--- config.mk ---
export PLATFORM = sky130hd
export DESIGN_NAME = rcs_top
export DESIGN_NICKNAME = d
export VERILOG_FILES = /design/src/rtl/rcs_pkg.sv /design/src/rtl/rcs_sync.sv /design/src/rtl/rcs_edge.sv /design/src/rtl/rcs_top.sv
export SDC_FILE = /design/constraint.sdc
export NUM_CORES = 1
export LEC_CHECK = 0
export ABC_AREA = 1
export BUFFER_PORTS_ARGS = -buffer_cell sky130_fd_sc_hd__buf_2
export CORE_ASPECT_RATIO = 1.5
export CORE_MARGIN = 5
export CORE_UTILIZATION = 45
export CTS_CLUSTER_DIAMETER = 150
export DETAILED_ROUTE_END_ITERATION = 8
export PLACE_DENSITY_LB_ADDON = 0.3
export SLEW_MARGIN = 0
export SYNTH_ARGS = -nofsm -noshare
export SYNTH_HDL_FRONTEND = slang
export SYNTH_SLANG_ARGS = --single-unit
--- constraint.sdc ---
create_clock -name clk_i -period 3.6 [get_ports clk_i]
set_input_delay 0.18 -clock clk_i [delete_from_list [all_inputs] [get_ports clk_i]]
set_output_delay 0.18 -clock clk_i [all_outputs]
set_load 0.02 [all_outputs]
--- src/rtl/rcs_pkg.sv ---
// Package for the reset cause and status block.
// Assumes one 40 MHz clock and a classic Wishbone register bus.
package rcs_pkg;
	localparam int unsigned CLK_HZ = 40_000_000;
	localparam int unsigned ADDR_W = 4;
	localparam logic [3:0] OFF_RCC = 4'h0;
	localparam logic [3:0] OFF_IRQ_STAT = 4'h4;
	localparam logic [3:0] OFF_IRQ_EN = 4'h8;
	localparam logic [3:0] OFF_IRQ_CLR = 4'hC;
	localparam int unsigned B_TRAP = 15;
	localparam int unsigned B_ILLOP = 14;
	localparam int unsigned B_VREGSF = 11;
	localparam int unsigned B_CM = 9;
	localparam int unsigned B_VSTBY = 8;
	localparam int unsigned B_EXTERNAL_PIN_RESET_FLAG = 7;
	localparam int unsigned B_SWR = 6;
	localparam int unsigned B_SWDT = 5;
	localparam int unsigned B_WATCHDOG_TIMEOUT_FLAG = 4;
	localparam int unsigned B_SLEEP = 3;
	localparam int unsigned B_IDLE = 2;
	localparam int unsigned B_BOR = 1;
	localparam int unsigned B_POR = 0;
	localparam logic [15:0] RCC_IMPL = 16'hCBFF;
	localparam logic [15:0] RCC_RESET = 16'h0000;
	localparam logic [15:0] RCC_POR_SET = 16'h0003;
	localparam logic [15:0] RCC_BOR_SET = 16'h0002;
	localparam int unsigned N_EV = 9;
	localparam logic [8:0] IRQ_RESET = 9'h000;
	localparam logic [31:0] RD_ZERO = 32'h0000_0000;
endpackage

--- src/rtl/rcs_sync.sv ---
// Two-flop synchroniser for a vector of levels from outside the clock.
// Assumes the inputs are slow levels; each bit is caught independently.
`timescale 1ns/1ps
module rcs_sync #(
	parameter int W = 1
) (
	input wire logic clk_i,
	input wire logic rst_i,
	input wire logic [W-1:0] d_i,
	output logic [W-1:0] q_o
);
	logic [W-1:0] s1_r;
	logic [W-1:0] s2_r;
	always_ff @(posedge clk_i) begin
		if (rst_i) begin
			s1_r <= '0;
			s2_r <= '0;
		end else begin
			s1_r <= d_i;
			s2_r <= s1_r;
		end
	end
	assign q_o = s2_r;
endmodule // rcs_sync

--- src/rtl/rcs_edge.sv ---
// Rising edge detector producing one-cycle event pulses.
// Assumes inputs are already synchronous to clk_i.
`timescale 1ns/1ps
module rcs_edge #(
	parameter int W = 1
) (
	input wire logic clk_i,
	input wire logic rst_i,
	input wire logic [W-1:0] lvl_i,
	output logic [W-1:0] rise_o
);
	logic [W-1:0] prev_r;
	always_ff @(posedge clk_i) begin
		if (rst_i) begin
			prev_r <= '0;
		end else begin
			prev_r <= lvl_i;
		end
	end
	assign rise_o = lvl_i & ~prev_r;
endmodule // rcs_edge

--- src/rtl/rcs_top.sv ---
// Reset cause register with watchdog and regulator controls.
// Assumes event inputs are levels from other logic or pins, and that
// a power-on or brown-out event lands while rst_i is released.
//
// Added by the designer: the register offsets and the Wishbone interface to the registers.
`timescale 1ns/1ps

// What this block does
// - Trap conflict reset sets bit 15, held until software clears it.
// - Configuration mismatch reset sets bit 9.
// - Bit 8 high keeps the regulator active in sleep; low lets it stand by.
// - Master-clear pin reset sets bit 7.
// - Reset instruction sets bit 6.
// - Bit 5 enables the watchdog; an unprogrammed fuse forces it on.
// - Watchdog time-out sets bit 4.
// - Software may set or clear any flag but bit 14, which stays set while illegal_op_i is high; writes never cause resets.
module rcs_top (
	input wire logic clk_i,
	input wire logic rst_i,
	input wire logic [31:0] wb_adr_i,
	input wire logic [31:0] wb_dat_i,
	input wire logic [3:0] wb_sel_i,
	input wire logic wb_we_i,
	input wire logic wb_cyc_i,
	input wire logic wb_stb_i,
	output logic [31:0] wb_dat_o,
	output logic wb_ack_o,
	input wire logic trap_conflict_i,
	input wire logic illegal_op_i,
	input wire logic config_mismatch_i,
	input wire logic master_clear_pin_i,
	input wire logic reset_instr_i,
	input wire logic watchdog_timeout_i,
	input wire logic wake_sleep_i,
	input wire logic wake_idle_i,
	input wire logic power_on_i,
	input wire logic brownout_i,
	input wire logic watchdog_fuse_enable_i,
	input wire logic sleeping_i,
	output logic watchdog_enable_o,
	output logic regulator_standby_o,
	output logic irq_o
);
	logic [15:0] rcc_r, rcc_nxt;
	logic [8:0] ien_r, ien_nxt;
	logic [8:0] ist_r, ist_nxt;
	logic [31:0] dat_r, dat_nxt;
	logic ack_r, ack_nxt;
	logic wdt_r, wdt_nxt;
	logic vstby_r, vstby_nxt;
	logic irq_r, irq_nxt;
	logic [1:0] pin_s;
	logic [8:0] lvl;
	logic [8:0] ev;
	logic [15:0] set_v;
	logic req, wr, rd;
	logic [3:0] off;

	// Pin-level inputs are synchronised before use.
	rcs_sync #(.W(2)) u_sync (
		.clk_i(clk_i),
		.rst_i(rst_i),
		.d_i({master_clear_pin_i, watchdog_fuse_enable_i}),
		.q_o(pin_s)
	);

	assign lvl = {trap_conflict_i, config_mismatch_i, pin_s[1],
		reset_instr_i, watchdog_timeout_i, wake_sleep_i, wake_idle_i,
		power_on_i, brownout_i};

	rcs_edge #(.W(9)) u_edge (
		.clk_i(clk_i),
		.rst_i(rst_i),
		.lvl_i(lvl),
		.rise_o(ev)
	);

	function automatic logic [15:0] wmask(input logic [3:0] sel);
		wmask = {{8{sel[1]}}, {8{sel[0]}}};
	endfunction

	assign req = wb_cyc_i && wb_stb_i && !ack_r;
	assign wr = req && wb_we_i;
	assign rd = req && !wb_we_i;
	assign off = wb_adr_i[3:0];

	always_comb begin
		set_v = 16'h0000;
		set_v[rcs_pkg::B_TRAP] = ev[8];
		set_v[rcs_pkg::B_CM] = ev[7];
		set_v[rcs_pkg::B_EXTERNAL_PIN_RESET_FLAG] = ev[6];
		set_v[rcs_pkg::B_SWR] = ev[5];
		set_v[rcs_pkg::B_WATCHDOG_TIMEOUT_FLAG] = ev[4];
		set_v[rcs_pkg::B_SLEEP] = ev[3];
		set_v[rcs_pkg::B_IDLE] = ev[2];
		set_v[rcs_pkg::B_ILLOP] = illegal_op_i;
		if (ev[1]) begin
			set_v = set_v | rcs_pkg::RCC_POR_SET;
		end
		if (ev[0]) begin
			set_v = set_v | rcs_pkg::RCC_BOR_SET;
		end
	end

	always_comb begin
		rcc_nxt = rcc_r;
		ien_nxt = ien_r;
		ist_nxt = ist_r;
		ack_nxt = req;
		dat_nxt = rcs_pkg::RD_ZERO;
		// A write only stores bits; no reset is ever requested here.
		if (wr && off == rcs_pkg::OFF_RCC) begin
			rcc_nxt = (rcc_r & ~wmask(wb_sel_i)) |
				(wb_dat_i[15:0] & wmask(wb_sel_i));
		end
		if (wr && off == rcs_pkg::OFF_IRQ_EN && wb_sel_i[0]) begin
			ien_nxt = {wb_sel_i[1] ? wb_dat_i[8] : ien_r[8],
				wb_dat_i[7:0]};
		end
		if (wr && off == rcs_pkg::OFF_IRQ_CLR) begin
			ist_nxt = ist_r & ~wb_dat_i[8:0];
		end
		// Hardware sets win over a same-cycle software clear.
		rcc_nxt = (rcc_nxt | set_v) & rcs_pkg::RCC_IMPL;
		ist_nxt = ist_nxt | ev;
		if (rd) begin
			unique case (off)
				rcs_pkg::OFF_RCC: dat_nxt = {16'h0000, rcc_r};
				rcs_pkg::OFF_IRQ_STAT: dat_nxt = {23'h00_0000, ist_r};
				rcs_pkg::OFF_IRQ_EN: dat_nxt = {23'h00_0000, ien_r};
				default: dat_nxt = rcs_pkg::RD_ZERO;
			endcase
		end
		wdt_nxt = rcc_nxt[rcs_pkg::B_SWDT] | pin_s[0];
		vstby_nxt = sleeping_i & ~rcc_nxt[rcs_pkg::B_VSTBY];
		irq_nxt = |(ist_nxt & ien_nxt);
	end

	always_ff @(posedge clk_i) begin
		if (rst_i) begin
			rcc_r <= rcs_pkg::RCC_RESET;
			ien_r <= rcs_pkg::IRQ_RESET;
			ist_r <= rcs_pkg::IRQ_RESET;
			dat_r <= rcs_pkg::RD_ZERO;
			ack_r <= 1'b0;
			wdt_r <= 1'b0;
			vstby_r <= 1'b0;
			irq_r <= 1'b0;
		end else begin
			rcc_r <= rcc_nxt;
			ien_r <= ien_nxt;
			ist_r <= ist_nxt;
			dat_r <= dat_nxt;
			ack_r <= ack_nxt;
			wdt_r <= wdt_nxt;
			vstby_r <= vstby_nxt;
			irq_r <= irq_nxt;
		end
	end

	assign wb_dat_o = dat_r;
	assign wb_ack_o = ack_r;
	assign watchdog_enable_o = wdt_r;
	assign regulator_standby_o = vstby_r;
	assign irq_o = irq_r;

	trap_sets_a: assert property (
		@(posedge clk_i) disable iff (rst_i)
		ev[8] |=> rcc_r[rcs_pkg::B_TRAP])
		else $error("trap flag not set");

	cm_sets_a: assert property (
		@(posedge clk_i) disable iff (rst_i)
		ev[7] |=> rcc_r[rcs_pkg::B_CM])
		else $error("mismatch flag not set");

	vreg_ctrl_a: assert property (
		@(posedge clk_i) disable iff (rst_i)
		regulator_standby_o |-> !$past(rcc_r[rcs_pkg::B_VSTBY])
		|| $past(wr))
		else $error("regulator standby while keep-active set");

	pin_sets_a: assert property (
		@(posedge clk_i) disable iff (rst_i)
		$rose(pin_s[1]) |=> rcc_r[rcs_pkg::B_EXTERNAL_PIN_RESET_FLAG])
		else $error("pin reset flag not set");

	swr_sets_a: assert property (
		@(posedge clk_i) disable iff (rst_i)
		ev[5] |=> rcc_r[rcs_pkg::B_SWR])
		else $error("software reset flag not set");

	wdt_fuse_a: assert property (
		@(posedge clk_i) disable iff (rst_i)
		pin_s[0] |=> watchdog_enable_o)
		else $error("fuse did not force watchdog");

	watchdog_timeout_flag_sets_a: assert property (
		@(posedge clk_i) disable iff (rst_i)
		ev[4] |=> rcc_r[rcs_pkg::B_WATCHDOG_TIMEOUT_FLAG])
		else $error("timeout flag not set");

	sw_write_a: assert property (
		@(posedge clk_i) disable iff (rst_i)
		wr && off == rcs_pkg::OFF_RCC && wb_sel_i == 4'hF && set_v == 0
		|=> rcc_r == ($past(wb_dat_i[15:0]) & rcs_pkg::RCC_IMPL))
		else $error("software write not stored");

	por_sets_a: assert property (
		@(posedge clk_i) disable iff (rst_i)
		ev[1] |=> rcc_r[1:0] == 2'b11)
		else $error("power-on flags not set");

	unimpl_zero_a: assert property (
		@(posedge clk_i) disable iff (rst_i)
		(rcc_r & ~rcs_pkg::RCC_IMPL) == 16'h0000)
		else $error("unimplemented bit set");

	ack_once_a: assert property (
		@(posedge clk_i) disable iff (rst_i)
		wb_ack_o |=> !wb_ack_o)
		else $error("ack held two cycles");

	sleep_sets_a: assert property (
		@(posedge clk_i) disable iff (rst_i)
		ev[3] |=> rcc_r[rcs_pkg::B_SLEEP])
		else $error("sleep flag not set");

	idle_sets_a: assert property (
		@(posedge clk_i) disable iff (rst_i)
		ev[2] |=> rcc_r[rcs_pkg::B_IDLE])
		else $error("idle flag not set");

	bor_sets_a: assert property (
		@(posedge clk_i) disable iff (rst_i)
		ev[0] |=> rcc_r[rcs_pkg::B_BOR])
		else $error("brown-out flag not set");

	illop_sets_a: assert property (
		@(posedge clk_i) disable iff (rst_i)
		illegal_op_i |=> rcc_r[rcs_pkg::B_ILLOP])
		else $error("illegal operation flag not set");

	ack_follow_a: assert property (
		@(posedge clk_i) disable iff (rst_i)
		req |=> wb_ack_o)
		else $error("request not acknowledged");

	ack_cause_a: assert property (
		@(posedge clk_i) disable iff (rst_i)
		wb_ack_o |-> $past(req))
		else $error("ack without request");

	irq_match_a: assert property (
		@(posedge clk_i) disable iff (rst_i)
		irq_o == |(ist_r & ien_r))
		else $error("interrupt level wrong");

	wdt_match_a: assert property (
		@(posedge clk_i) disable iff (rst_i)
		watchdog_enable_o == (rcc_r[rcs_pkg::B_SWDT] || $past(pin_s[0])))
		else $error("watchdog enable wrong");

	stby_src_a: assert property (
		@(posedge clk_i) disable iff (rst_i)
		regulator_standby_o |-> $past(sleeping_i))
		else $error("standby while awake");

	stat_sets_a: assert property (
		@(posedge clk_i) disable iff (rst_i)
		ev != 9'h000 |=> (ist_r & $past(ev)) == $past(ev))
		else $error("status bit not set");

	stat_clr_a: assert property (
		@(posedge clk_i) disable iff (rst_i)
		wr && off == rcs_pkg::OFF_IRQ_CLR && ev == 9'h000
		|=> (ist_r & $past(wb_dat_i[8:0])) == 9'h000)
		else $error("status bit not cleared");

	en_write_a: assert property (
		@(posedge clk_i) disable iff (rst_i)
		wr && off == rcs_pkg::OFF_IRQ_EN && wb_sel_i[1:0] == 2'b11
		|=> ien_r == $past(wb_dat_i[8:0]))
		else $error("enable write not stored");

	en_hold_a: assert property (
		@(posedge clk_i) disable iff (rst_i)
		!(wr && off == rcs_pkg::OFF_IRQ_EN) |=> $stable(ien_r))
		else $error("enable changed without write");

	stat_keep_a: assert property (
		@(posedge clk_i) disable iff (rst_i)
		!(wr && off == rcs_pkg::OFF_IRQ_CLR)
		|=> (ist_r & $past(ist_r)) == $past(ist_r))
		else $error("status bit lost without clear");

	rd_rcc_a: assert property (
		@(posedge clk_i) disable iff (rst_i)
		rd && off == rcs_pkg::OFF_RCC
		|=> wb_dat_o == {16'h0000, $past(rcc_r)})
		else $error("cause register read wrong");

	rd_stat_a: assert property (
		@(posedge clk_i) disable iff (rst_i)
		rd && off == rcs_pkg::OFF_IRQ_STAT
		|=> wb_dat_o == {23'h00_0000, $past(ist_r)})
		else $error("status read wrong");

	rd_clr_a: assert property (
		@(posedge clk_i) disable iff (rst_i)
		rd && off == rcs_pkg::OFF_IRQ_CLR
		|=> wb_dat_o == 32'h0000_0000)
		else $error("clear register read not zero");

	dat_idle_a: assert property (
		@(posedge clk_i) disable iff (rst_i)
		!wb_ack_o |-> wb_dat_o == 32'h0000_0000)
		else $error("read data outside ack");

	rcc_hold_a: assert property (
		@(posedge clk_i) disable iff (rst_i)
		!wr && set_v == 16'h0000 |=> $stable(rcc_r))
		else $error("cause register changed without cause");

	trap_keep_a: assert property (
		@(posedge clk_i) disable iff (rst_i)
		rcc_r[rcs_pkg::B_TRAP] && !(wr && off == rcs_pkg::OFF_RCC)
		|=> rcc_r[rcs_pkg::B_TRAP])
		else $error("trap flag lost without write");

	wr_cov: cover property (@(posedge clk_i) disable iff (rst_i) wr);
	rd_cov: cover property (@(posedge clk_i) disable iff (rst_i) rd);
	irq_cov: cover property (@(posedge clk_i) disable iff (rst_i) $rose(irq_o));
	por_cov: cover property (@(posedge clk_i) disable iff (rst_i) ev[1]);
endmodule // rcs_top

### Word-level counts from Yosys, hierarchy flattened

Index checks and enable logic that the tools add are counted.

| word-level totals | value |
|---|---|
| register bits | 83 |
| output and inout port bits | 36 |
| logic and storage cells | 50 |

| operators by class | value |
|---|---|
| equality and inequality tests | 3 |
| multiplexer cells | 7 |
| bitwise operators | 15 |
| reduce and logical (&&, ||, !) cells | 13 |

Operators by type and width:

| cell | number |
|---|---|
| one-hot mux 16 bit (3 select lines) | 1 |
| bitwise AND 16 bit | 2 |
| bitwise OR 16 bit | 2 |
| bitwise AND 9 bit | 3 |
| 2-to-1 mux 9 bit | 2 |
| NOT 9 bit | 2 |
| 2-to-1 mux 16 bit | 1 |
| NOT 16 bit | 1 |
| bitwise OR 9 bit | 1 |
| OR reduction 9 bit | 1 |
| equality test 4 bit, second input constant | 2 |
| logical AND 1 bit | 8 |
| equality test 4 x 3 -> 1 bit, second input constant | 1 |
| logical NOT 4 bit | 1 |
| 2-to-1 mux 2 bit | 2 |
| logical NOT 1 bit | 2 |
| NOT 1 bit | 2 |
| OR reduction 2 bit | 1 |
| bitwise AND 1 bit | 1 |
| 2-to-1 mux 1 bit | 1 |
| bitwise OR 1 bit | 1 |

### Longest topological paths before layout

Gate-level depths: netlist of run 1.

| depth | value |
|---|---|
| depth in word-level cells | 8 |
| depth in mapped cells | 11 |

### Modules after synthesis

From an unflattened synthesis of run 1, not the netlist that was laid out.

| unflattened totals | value |
|---|---|
| cell total of the unflattened synthesis | 384 |
| area, all modules | 2,727.6 um^2 |

By module, submodules not included:

| module | times used | cells an instance | area each (um^2) | sequential area each (um^2) |
|---|---|---|---|---|
| rcs_top | 1 | 335 | 2,324.7 | 960.9 |
| rcs_edge | 1 | 37 | 292.8 | 180.2 |
| rcs_sync | 1 | 12 | 110.1 | 80.1 |

### Least setup slack after synthesis of run 1

No wires, ideal clock.

| timing path | value |
|---|---|
| path type | reg-to-reg |
| start point | register ack_r, in the netlist wb_ack_o |
| end point | register irq_r, in the netlist irq_o |
| setup time | 132 ps |
| arrival time | 1,412 ps |
| required time | 3,468 ps |
| slack | 2,057 ps |
| stages on the path, launching flop included | 12 |
| path buffers | 1 |
| period minus slack after synthesis | 1,543 ps |
| cell sequence | dfxtp_1 inv_1 nand3_1 nor2_2 buf_2 nand3_1 nand2_1 nand2_1 nand2_1 nand3_1 nor2_1 a21oi_1 |

| between the ends | value |
|---|---|
| longest elaborated chain between the ends | 8 |

Ends and longest elaborated chain:

| item | line | source |
|---|---|---|
| from (decl) | rcs_top.sv:48 | `logic ack_r, ack_nxt;` |
| from (signal assigned) | rcs_top.sv:154 | `ack_r <= ack_nxt;` |
| logical NOT 1 bit (*) | rcs_top.sv:82 | `assign req = wb_cyc_i && wb_stb_i && !ack_r;` |
| logical AND 1 bit (*) | rcs_top.sv:82 |  |
| logical AND 1 bit (*) | rcs_top.sv:83 | `assign wr = req && wb_we_i;` |
| logical AND 1 bit (on tied branches) | rcs_top.sv:120, rcs_top.sv:116 |  |
| 2-to-1 mux 9 bit or logical AND 1 bit (tied branches) | rcs_top.sv:120, rcs_top.sv:116 |  |
| bitwise OR 9 bit or 2-to-1 mux 9 bit (tied branches) | rcs_top.sv:125, rcs_top.sv:116 |  |
| bitwise AND 9 bit (*) | rcs_top.sv:136 | `irq_nxt = \|(ist_nxt & ien_nxt);` |
| OR reduction 9 bit (*) | rcs_top.sv:136 |  |
| to (signal assigned) | rcs_top.sv:157 | `irq_r <= irq_nxt;` |
| to (decl) | rcs_top.sv:51 | `logic irq_r, irq_nxt;` |

Mark *: on every way between the ends. The rest lies on a longest branch, timed or not.
A chain may end at the register's enable or synchronous reset.

### Worst setup path after layout of run 1

Ends and elaborated chain as after synthesis.

==> summary.txt, run 1 <==
STA
  – Fmax achieved: approximately 0.44 GHz
  – Unrepaired setup endpoints after global routing: no
  – Final setup TNS: 0 ps
  – Fin crit share: 0.629
  – Min Tclk post-route: 2260 ps
  – Least-Margin Pin Slew: approximately 870 ps
  – Slew margin rel.: 0.416
  – Setup Viol. Count Final: 0
  – Fin. max-slew vios: 0
  – Final Hold Vio Count: 0
  – Worst-case clock skew: 5.33 ps

Floorplanning
  – Die area: roughly 7600 sq um
  – Top Ports: 121
  – DIE WIDTH: between 70 and 80 um
  – Chip height: between 100 and 150 um
  – Initial Utilization: 0.461
  – Row Count: 34
  – Core ar.: ~5800 sq um

Placed design
  – Placer Congestion: 0.824
  – Placed cell areas: around 3000 sq um
  – Detailed placer's ending HPWL: 4360 um
  – # port buffers: 52

Power and ir drop
  – Logic pwr share: 0.085
  – Worst VDD drop: between 0.3 and 0.4 mV
  – Power Internal: between 1000 and 1500 uW
  – Lkg Pwr: ~0.0017 uW
  – Sequential share of power: 0.467
  – P_sw: 353 uW
  – Clock Power Share: 0.448
  – P per Cell Area: roughly 480 nW/um^2
  – Sw Ratio: 0.233

Global route
  – Grt met3 use: 0.0413
  – Initial antenna violation count: 0
  – GR Overflow Total: 0
  – Total GRT Usage: 0.173
  – Largest net degree at the start of global routing: 38
  – Vias in the first global route: roughly 2300
  – Most used routing layer: met2
  – Met1 Use GR: 0.190
  – Met2 usage in global routing: 0.294
  – First-pass GRT wire length: between 10000 and 15000 um

Routing
  – Drt total wl: 6030 um
  – DRT Pass-1 Iters: 4
  – ANT nets after route: 0
  – Post-DR wirelength/cell: between 10 and 15 um
  – # DRC: 0
  – Vias per inst: between 4 and 5
  – Iter 0 DRT Violations: roughly 120
  – Via count: 2384

Yosys
  – Post-synth top cells: 82 x nand2_1, 66 x inv_1, 61 x dfxtp_1, 50 x nor2_1, 21 x buf_4
  – Sequential-to-total area share from yosys stat: 0.454
  – Share of the synthesized area in the top cell type: 0.454
  – Cells after Synth: between 300 and 400
  – Yosys cell types: 32
  – Most frequent cell after synthesis: nand2_1
  – Flops & latches, synth: roughly 60
  – Synth Area per Inst: just over 7 sq um
  – EDFF count, synth: 0
  – Synth area leader: dfxtp_1
  – Ys Warns: 0
  – Post-synthesis async set-or-reset flop share: 0
  – Top_reg_cell synth: dfxtp_1
  – Synth area leaders: dfxtp_1 45%, nand2_1 11%, inv_1 9.2%, nor2_1 7.0%, buf_4 5.9%
  – Synthesized cell area: ~2700 sq um

Layout
  – Share of cells above drive strength 1: 0.195
  – Fin util: 0.540
  – Fill cells: just under 600
  – Area of the multi-input gates: between 1000 and 1500 sq um
  – Post-Layout Inst Area: ~3100 sq um
  – Area growth syn-to-layout: 17.0%
  – Register area: 1220 sq um
  – Final #Nets: roughly 520
  – # diodes: 0

Clock tree
  – CTS Hold Bufs: 0
  – Post-cts resize count: 0
  – Root Driver: clkbuf_8
  – Clk buf depth: 2
  – TritonCTS Buffers: 9
  – H-tree levels: 3
  – Clock transition at path regs: 60 ps
  – Clock Sink Count: 61
  – Clk Latency, worst-skew pair: 340 ps
  – Clock tree from TritonCTS: done
  – # Post-CTS Setup Buffers: 0

Critical path
  – WP data arrival: between 2000 and 3000 ps
  – R2r setup slk: ~1300 ps
  – Critical Path Sink Type: flop
  – Critical path type: flop to flop
  – CP required: 3850 ps
  – Startpoint Class: flop
  – Crit Path Max Fanout: 16

Min path
  – Hold WC Path Type: input port to flop

Run status
  – Status: finished clean

Job
  – Max_cap viols: 0
==> routing by layer <==
metal / up-vias / wire, um
li1: 1225 / -
met1: 1062 / 2260
met2: 81 / 3130
met3: 16 / 439
met4: 0 / 196
met5: - / 0
==> metrics by stage <==
stage / total power (uW) / instances / worst slack, ps / hold WS (ps)
6_report: 1520 / 507 / 1340 / 33.8
5_1_grt: 1590 / 507 / 1140 / 35.3
4_1_cts: 1530 / 507 / 1320 / 28.7
3_5_place_dp: 853 / 491 / 1340 / 388
3_3_place_gp: 850 / 491 / 1380 / 380
2_1_floorplan: 826 / 395 / 2060 / 287
==> flip-flops by register name (all words and copies together), names as in the netlist, 2 cells and up, named ones only <==
register	count
ien_r	9
wb_dat_o	13
u_sync.q_o	2
rcc_r	12
ist_r	9
u_sync.s1_r	2
u_edge.prev_r	9
==> layout make-up <==
type	instances	area share
Sequential cell	61	0.388
Clock inverter	4	0.0223
Timing Repair Buffer	52	0.0827
Clock buffer	12	0.0493
Inverter	71	0.0851
Tap cell	72	0.0286
Multi-Input combinational cell	235	0.344
==> power by group through the flow <==
| stage | Clock (uW) | Combinational [uW] | Sequential, uW |
|---|---|---|---|
| final | 681 | 129 | 710 |
| after floorplan | 0 | 102 | 725 |
| after CTS | 696 | 129 | 709 |
| after global routing | 731 | 146 | 711 |
| after detailed placement | 0 | 128 | 725 |
| after global placement | 0 | 126 | 724 |
==> cells in the final DEF (no fill, tap or decap), types with 2 or more instances in the layout <==
cell type,n
nand3_2,2
a22o_1,4
nand3_1,19
nor2_1,50
inv_1,66
nand4_1,8
nor3_1,4
bufinv_16,2
nand2_1,82
a21oi_1,15
nor2_2,3
dfxtp_1,61
o21ai_0,13
buf_2,52
clkbuf_8,11
clkinv_2,3
conb_1,19
o211ai_1,3
o21ai_2,2
inv_2,4
==> cell families (layout without fill, tap and decap cells) <==
kind of cell           after synthesis  after routing  share of synthesized area
AND/OR/NAND/NOR                    173            173                      0.279
buffers and inverters               99            139                      0.169
flip-flops                          61             61                      0.454
AO/OA/AOI/OAI                       43             43                     0.0964
other                                1             19                    0.00140
==> path summary, 6_finish.rpt <==
check,from,endpoint,cells past startpoint
min reg2reg,u_sync.s1_r[1],u_sync.q_o[1],2
max,wb_ack_o,irq_o,9
min,master_clear_pin_i,u_sync.s1_r[1],3
max reg2reg,wb_ack_o,irq_o,9
==> critical path, stage by stage (launching register included) <==
cell and delay [ps]:
dfxtp_1 310, inv_1 60, nand3_1 100, nor2_2 550, nand3_2 420, o21ai_0 330, nand2_1 80, nand2_1 80
nor2_1 50, a21oi_1 190
No activity file was read; power rests on OpenSTA's default activity.
==> run 2: changes to the inputs <==
- clock period: 3.6 -> 2.1 ns (I/O delays scaled with it)
==> summary.txt, run 2 (synthesis results as in run 1) <==
STA
  – Least-Margin Pin Slew: 511 ps (was 869 ps)
  – Worst-case clock skew: 6.92 ps (was 5.33 ps)
  – Setup Viol. Count Final: 0 (unchanged)
  – Fin. max-slew vios: 0 (unchanged)
  – Final Hold Vio Count: 0 (unchanged)
  – WHS: 26.0 ps (was 33.8 ps)
  – Final setup TNS: 0 ps (unchanged)
  – Fmax achieved: 0.610 GHz (was 0.442 GHz)
  – Unrepaired setup endpoints after global routing: no (unchanged)
  – Fin crit share: 0.780 (was 0.629)
  – Min Tclk post-route: 1640 ps (was 2260 ps)
  – Slew margin rel.: 0.657 (was 0.416)

Power and ir drop
  – P per Cell Area: 754 nW/um^2 (was 483 nW/um^2)
  – Power Total: 2500 uW (was 1520 uW)
  – Lkg Pwr: 0.00176 uW (was 0.00167 uW)
  – Worst VDD drop: 0.465 mV (was 0.301 mV)

Critical path
  – Startpoint Class: flop (unchanged)
  – WP data arrival: 1910 ps (was 2520 ps)
  – Critical Path Sink Type: flop (unchanged)
  – CP required: 2370 ps (was 3850 ps)
  – Crit Path Max Fanout: 12 (was 16)
  – CP max stage cell: dfxtp_1 (was nor2_2)
  – Critical path type: flop to flop (unchanged)
  – Critical Path Most Common Cell: nand2_1 (unchanged)
  – Crit path largest cell delay: 310 ps (was 550 ps)
  – Crit-path cells: inv_1, nand3_1, nor2_2, nand3_2, o21ai_0, nand2_1, nand2_1, nor2_1, a21oi_1 (unchanged)

Run status
  – Status: finished clean (unchanged)

Floorplanning
  – Row Count: 34 (unchanged)
  – Core ar.: 5830 sq um (unchanged)
  – Die area: 7650 sq um (unchanged)
  – Chip height: 105 um (unchanged)
  – Initial Utilization: 0.461 (unchanged)
  – Top Ports: 121 (unchanged)
  – DIE WIDTH: 73.1 um (unchanged)

Clock tree
  – Clk Latency, worst-skew pair: 350 ps (was 340 ps)
  – Clk buf depth: 2 (unchanged)
  – Post-cts resize count: 0 (unchanged)
  – Clock Sink Count: 61 (unchanged)
  – TritonCTS Buffers: 9 (unchanged)
  – Clock tree from TritonCTS: done (unchanged)
  – CTS Hold Bufs: 13 (was 0)
  – Root Driver: clkbuf_8 (unchanged)
  – Clock transition at path regs: 70 ps (was 60 ps)
  – H-tree levels: 3 (unchanged)
  – # Post-CTS Setup Buffers: 0 (unchanged)

Routing
  – Vias per inst: 4.57 (was 4.70)
  – Iter 0 DRT Violations: 148 (was 115)
  – # DRC: 0 (unchanged)
  – ANT nets after route: 0 (unchanged)
  – Drt total wl: 6130 um (was 6030 um)
  – Via count: 2411 (was 2384)
  – Post-DR wirelength/cell: 11.6 um (was 11.9 um)
  – DRT Pass-1 Iters: 4 (unchanged)

Global route
  – Vias in the first global route: 2287 (was 2261)
  – First-pass GRT wire length: 10300 um (about the same)
  – Initial antenna violation count: 0 (unchanged)
  – Largest net degree at the start of global routing: 36 (was 38)
  – Total GRT Usage: 0.174 (was 0.173)
  – GR Overflow Total: 0 (unchanged)

Layout
  – Final #Nets: 537 (was 515)
  – Most common cell after layout, fill and taps aside: nand2_1 (unchanged)
  – Commonest non-fill, non-tap cells in the layout: 82 x nand2_1, 66 x inv_1, 61 x dfxtp_1 (unchanged)
  – Share of cells above drive strength 1: 0.206 (was 0.195)
  – Max reg flops: 13 (unchanged)
  – # diodes: 0 (unchanged)
  – Post-Layout Inst Area: 3320 sq um (was 3150 sq um)
  – Area growth syn-to-layout: 23.4% (was 17.0%)

Placed design
  – Placer Congestion: 0.850 (was 0.824)
  – # port buffers: 52 (unchanged)
  – Placed cell areas: 2990 sq um (was 2920 sq um)
  – Detailed placer's ending HPWL: 4460 um (was 4360 um)

Job
  – Max_cap viols: 0 (unchanged)

Min path
  – Hold WC Path Type: input port to flop (unchanged)
[run 2: per-stage QoR]
step / utilization / std cells / setup slack [ps]
6_report: 0.569 / 528 / 461
5_1_grt: 0.569 / 528 / 202
4_1_cts: 0.569 / 528 / 453
3_5_place_dp: 0.513 / 500 / 478
3_3_place_gp: 0.513 / 500 / 454
2_1_floorplan: - / 395 / 557
[run 2: power breakdown]
| group | total (uW) | switching, uW | leakage (uW) | internal [uW] |
|---|---|---|---|---|
| sequential | 1220 | 15.9 | 0.000500 | 1200 |
| clock | 1040 | 441 | 0.000101 | 601 |
| combinational | 244 | 153 | 0.00115 | 91.4 |
[run 2: metal layers]
layer | up-vias | wire, um | share of wire | global-route usage
met2 | 68 | 3130 | 0.51 | 0.296
met4 | 0 | 138 | 0.022 | 0.0910
li1 | 1272 | - | - | -
met3 | 9 | 446 | 0.073 | 0.0451
met1 | 1062 | 2420 | 0.39 | 0.192
met5 | - | 0 | 0 | 0
[run 2: path summary, 6_finish.rpt]
check / cells past startpoint / from / slack (ps) / end
hold reg to reg: 2 / u_sync.s1_r[1] / 410 / u_sync.q_o[1]
hold / removal: 3 / wb_dat_i[11] / 30 / flop
setup reg to reg: 9 / wb_ack_o / 460 / irq_o
setup / recovery: 9 / wb_ack_o / 460 / irq_o
[run 2: worst max-delay path: cells and delay by family, from the launching register on]
| kind | cells | cell delay [ps] |
|---|---|---|
| AO/OA/AOI/OAI | 2 | 450 |
| buffers and inverters | 1 | 60 |
| flip-flops | 1 | 310 |
| AND/OR/NAND/NOR | 6 | 750 |
[run 2: final cells by class]
| type | instances | area [sq um] |
|---|---|---|
| fillers | 569 | 2510 |
| flip-flops and latches | 61 | 1220 |
| clock inverters | 4 | 47.5 |
| well taps | 72 | 90.1 |
| clock buffers | 11 | 151 |
| repair buffers | 74 | 458 |
| inverters | 71 | 268 |
| multi-input cells | 235 | 1080 |
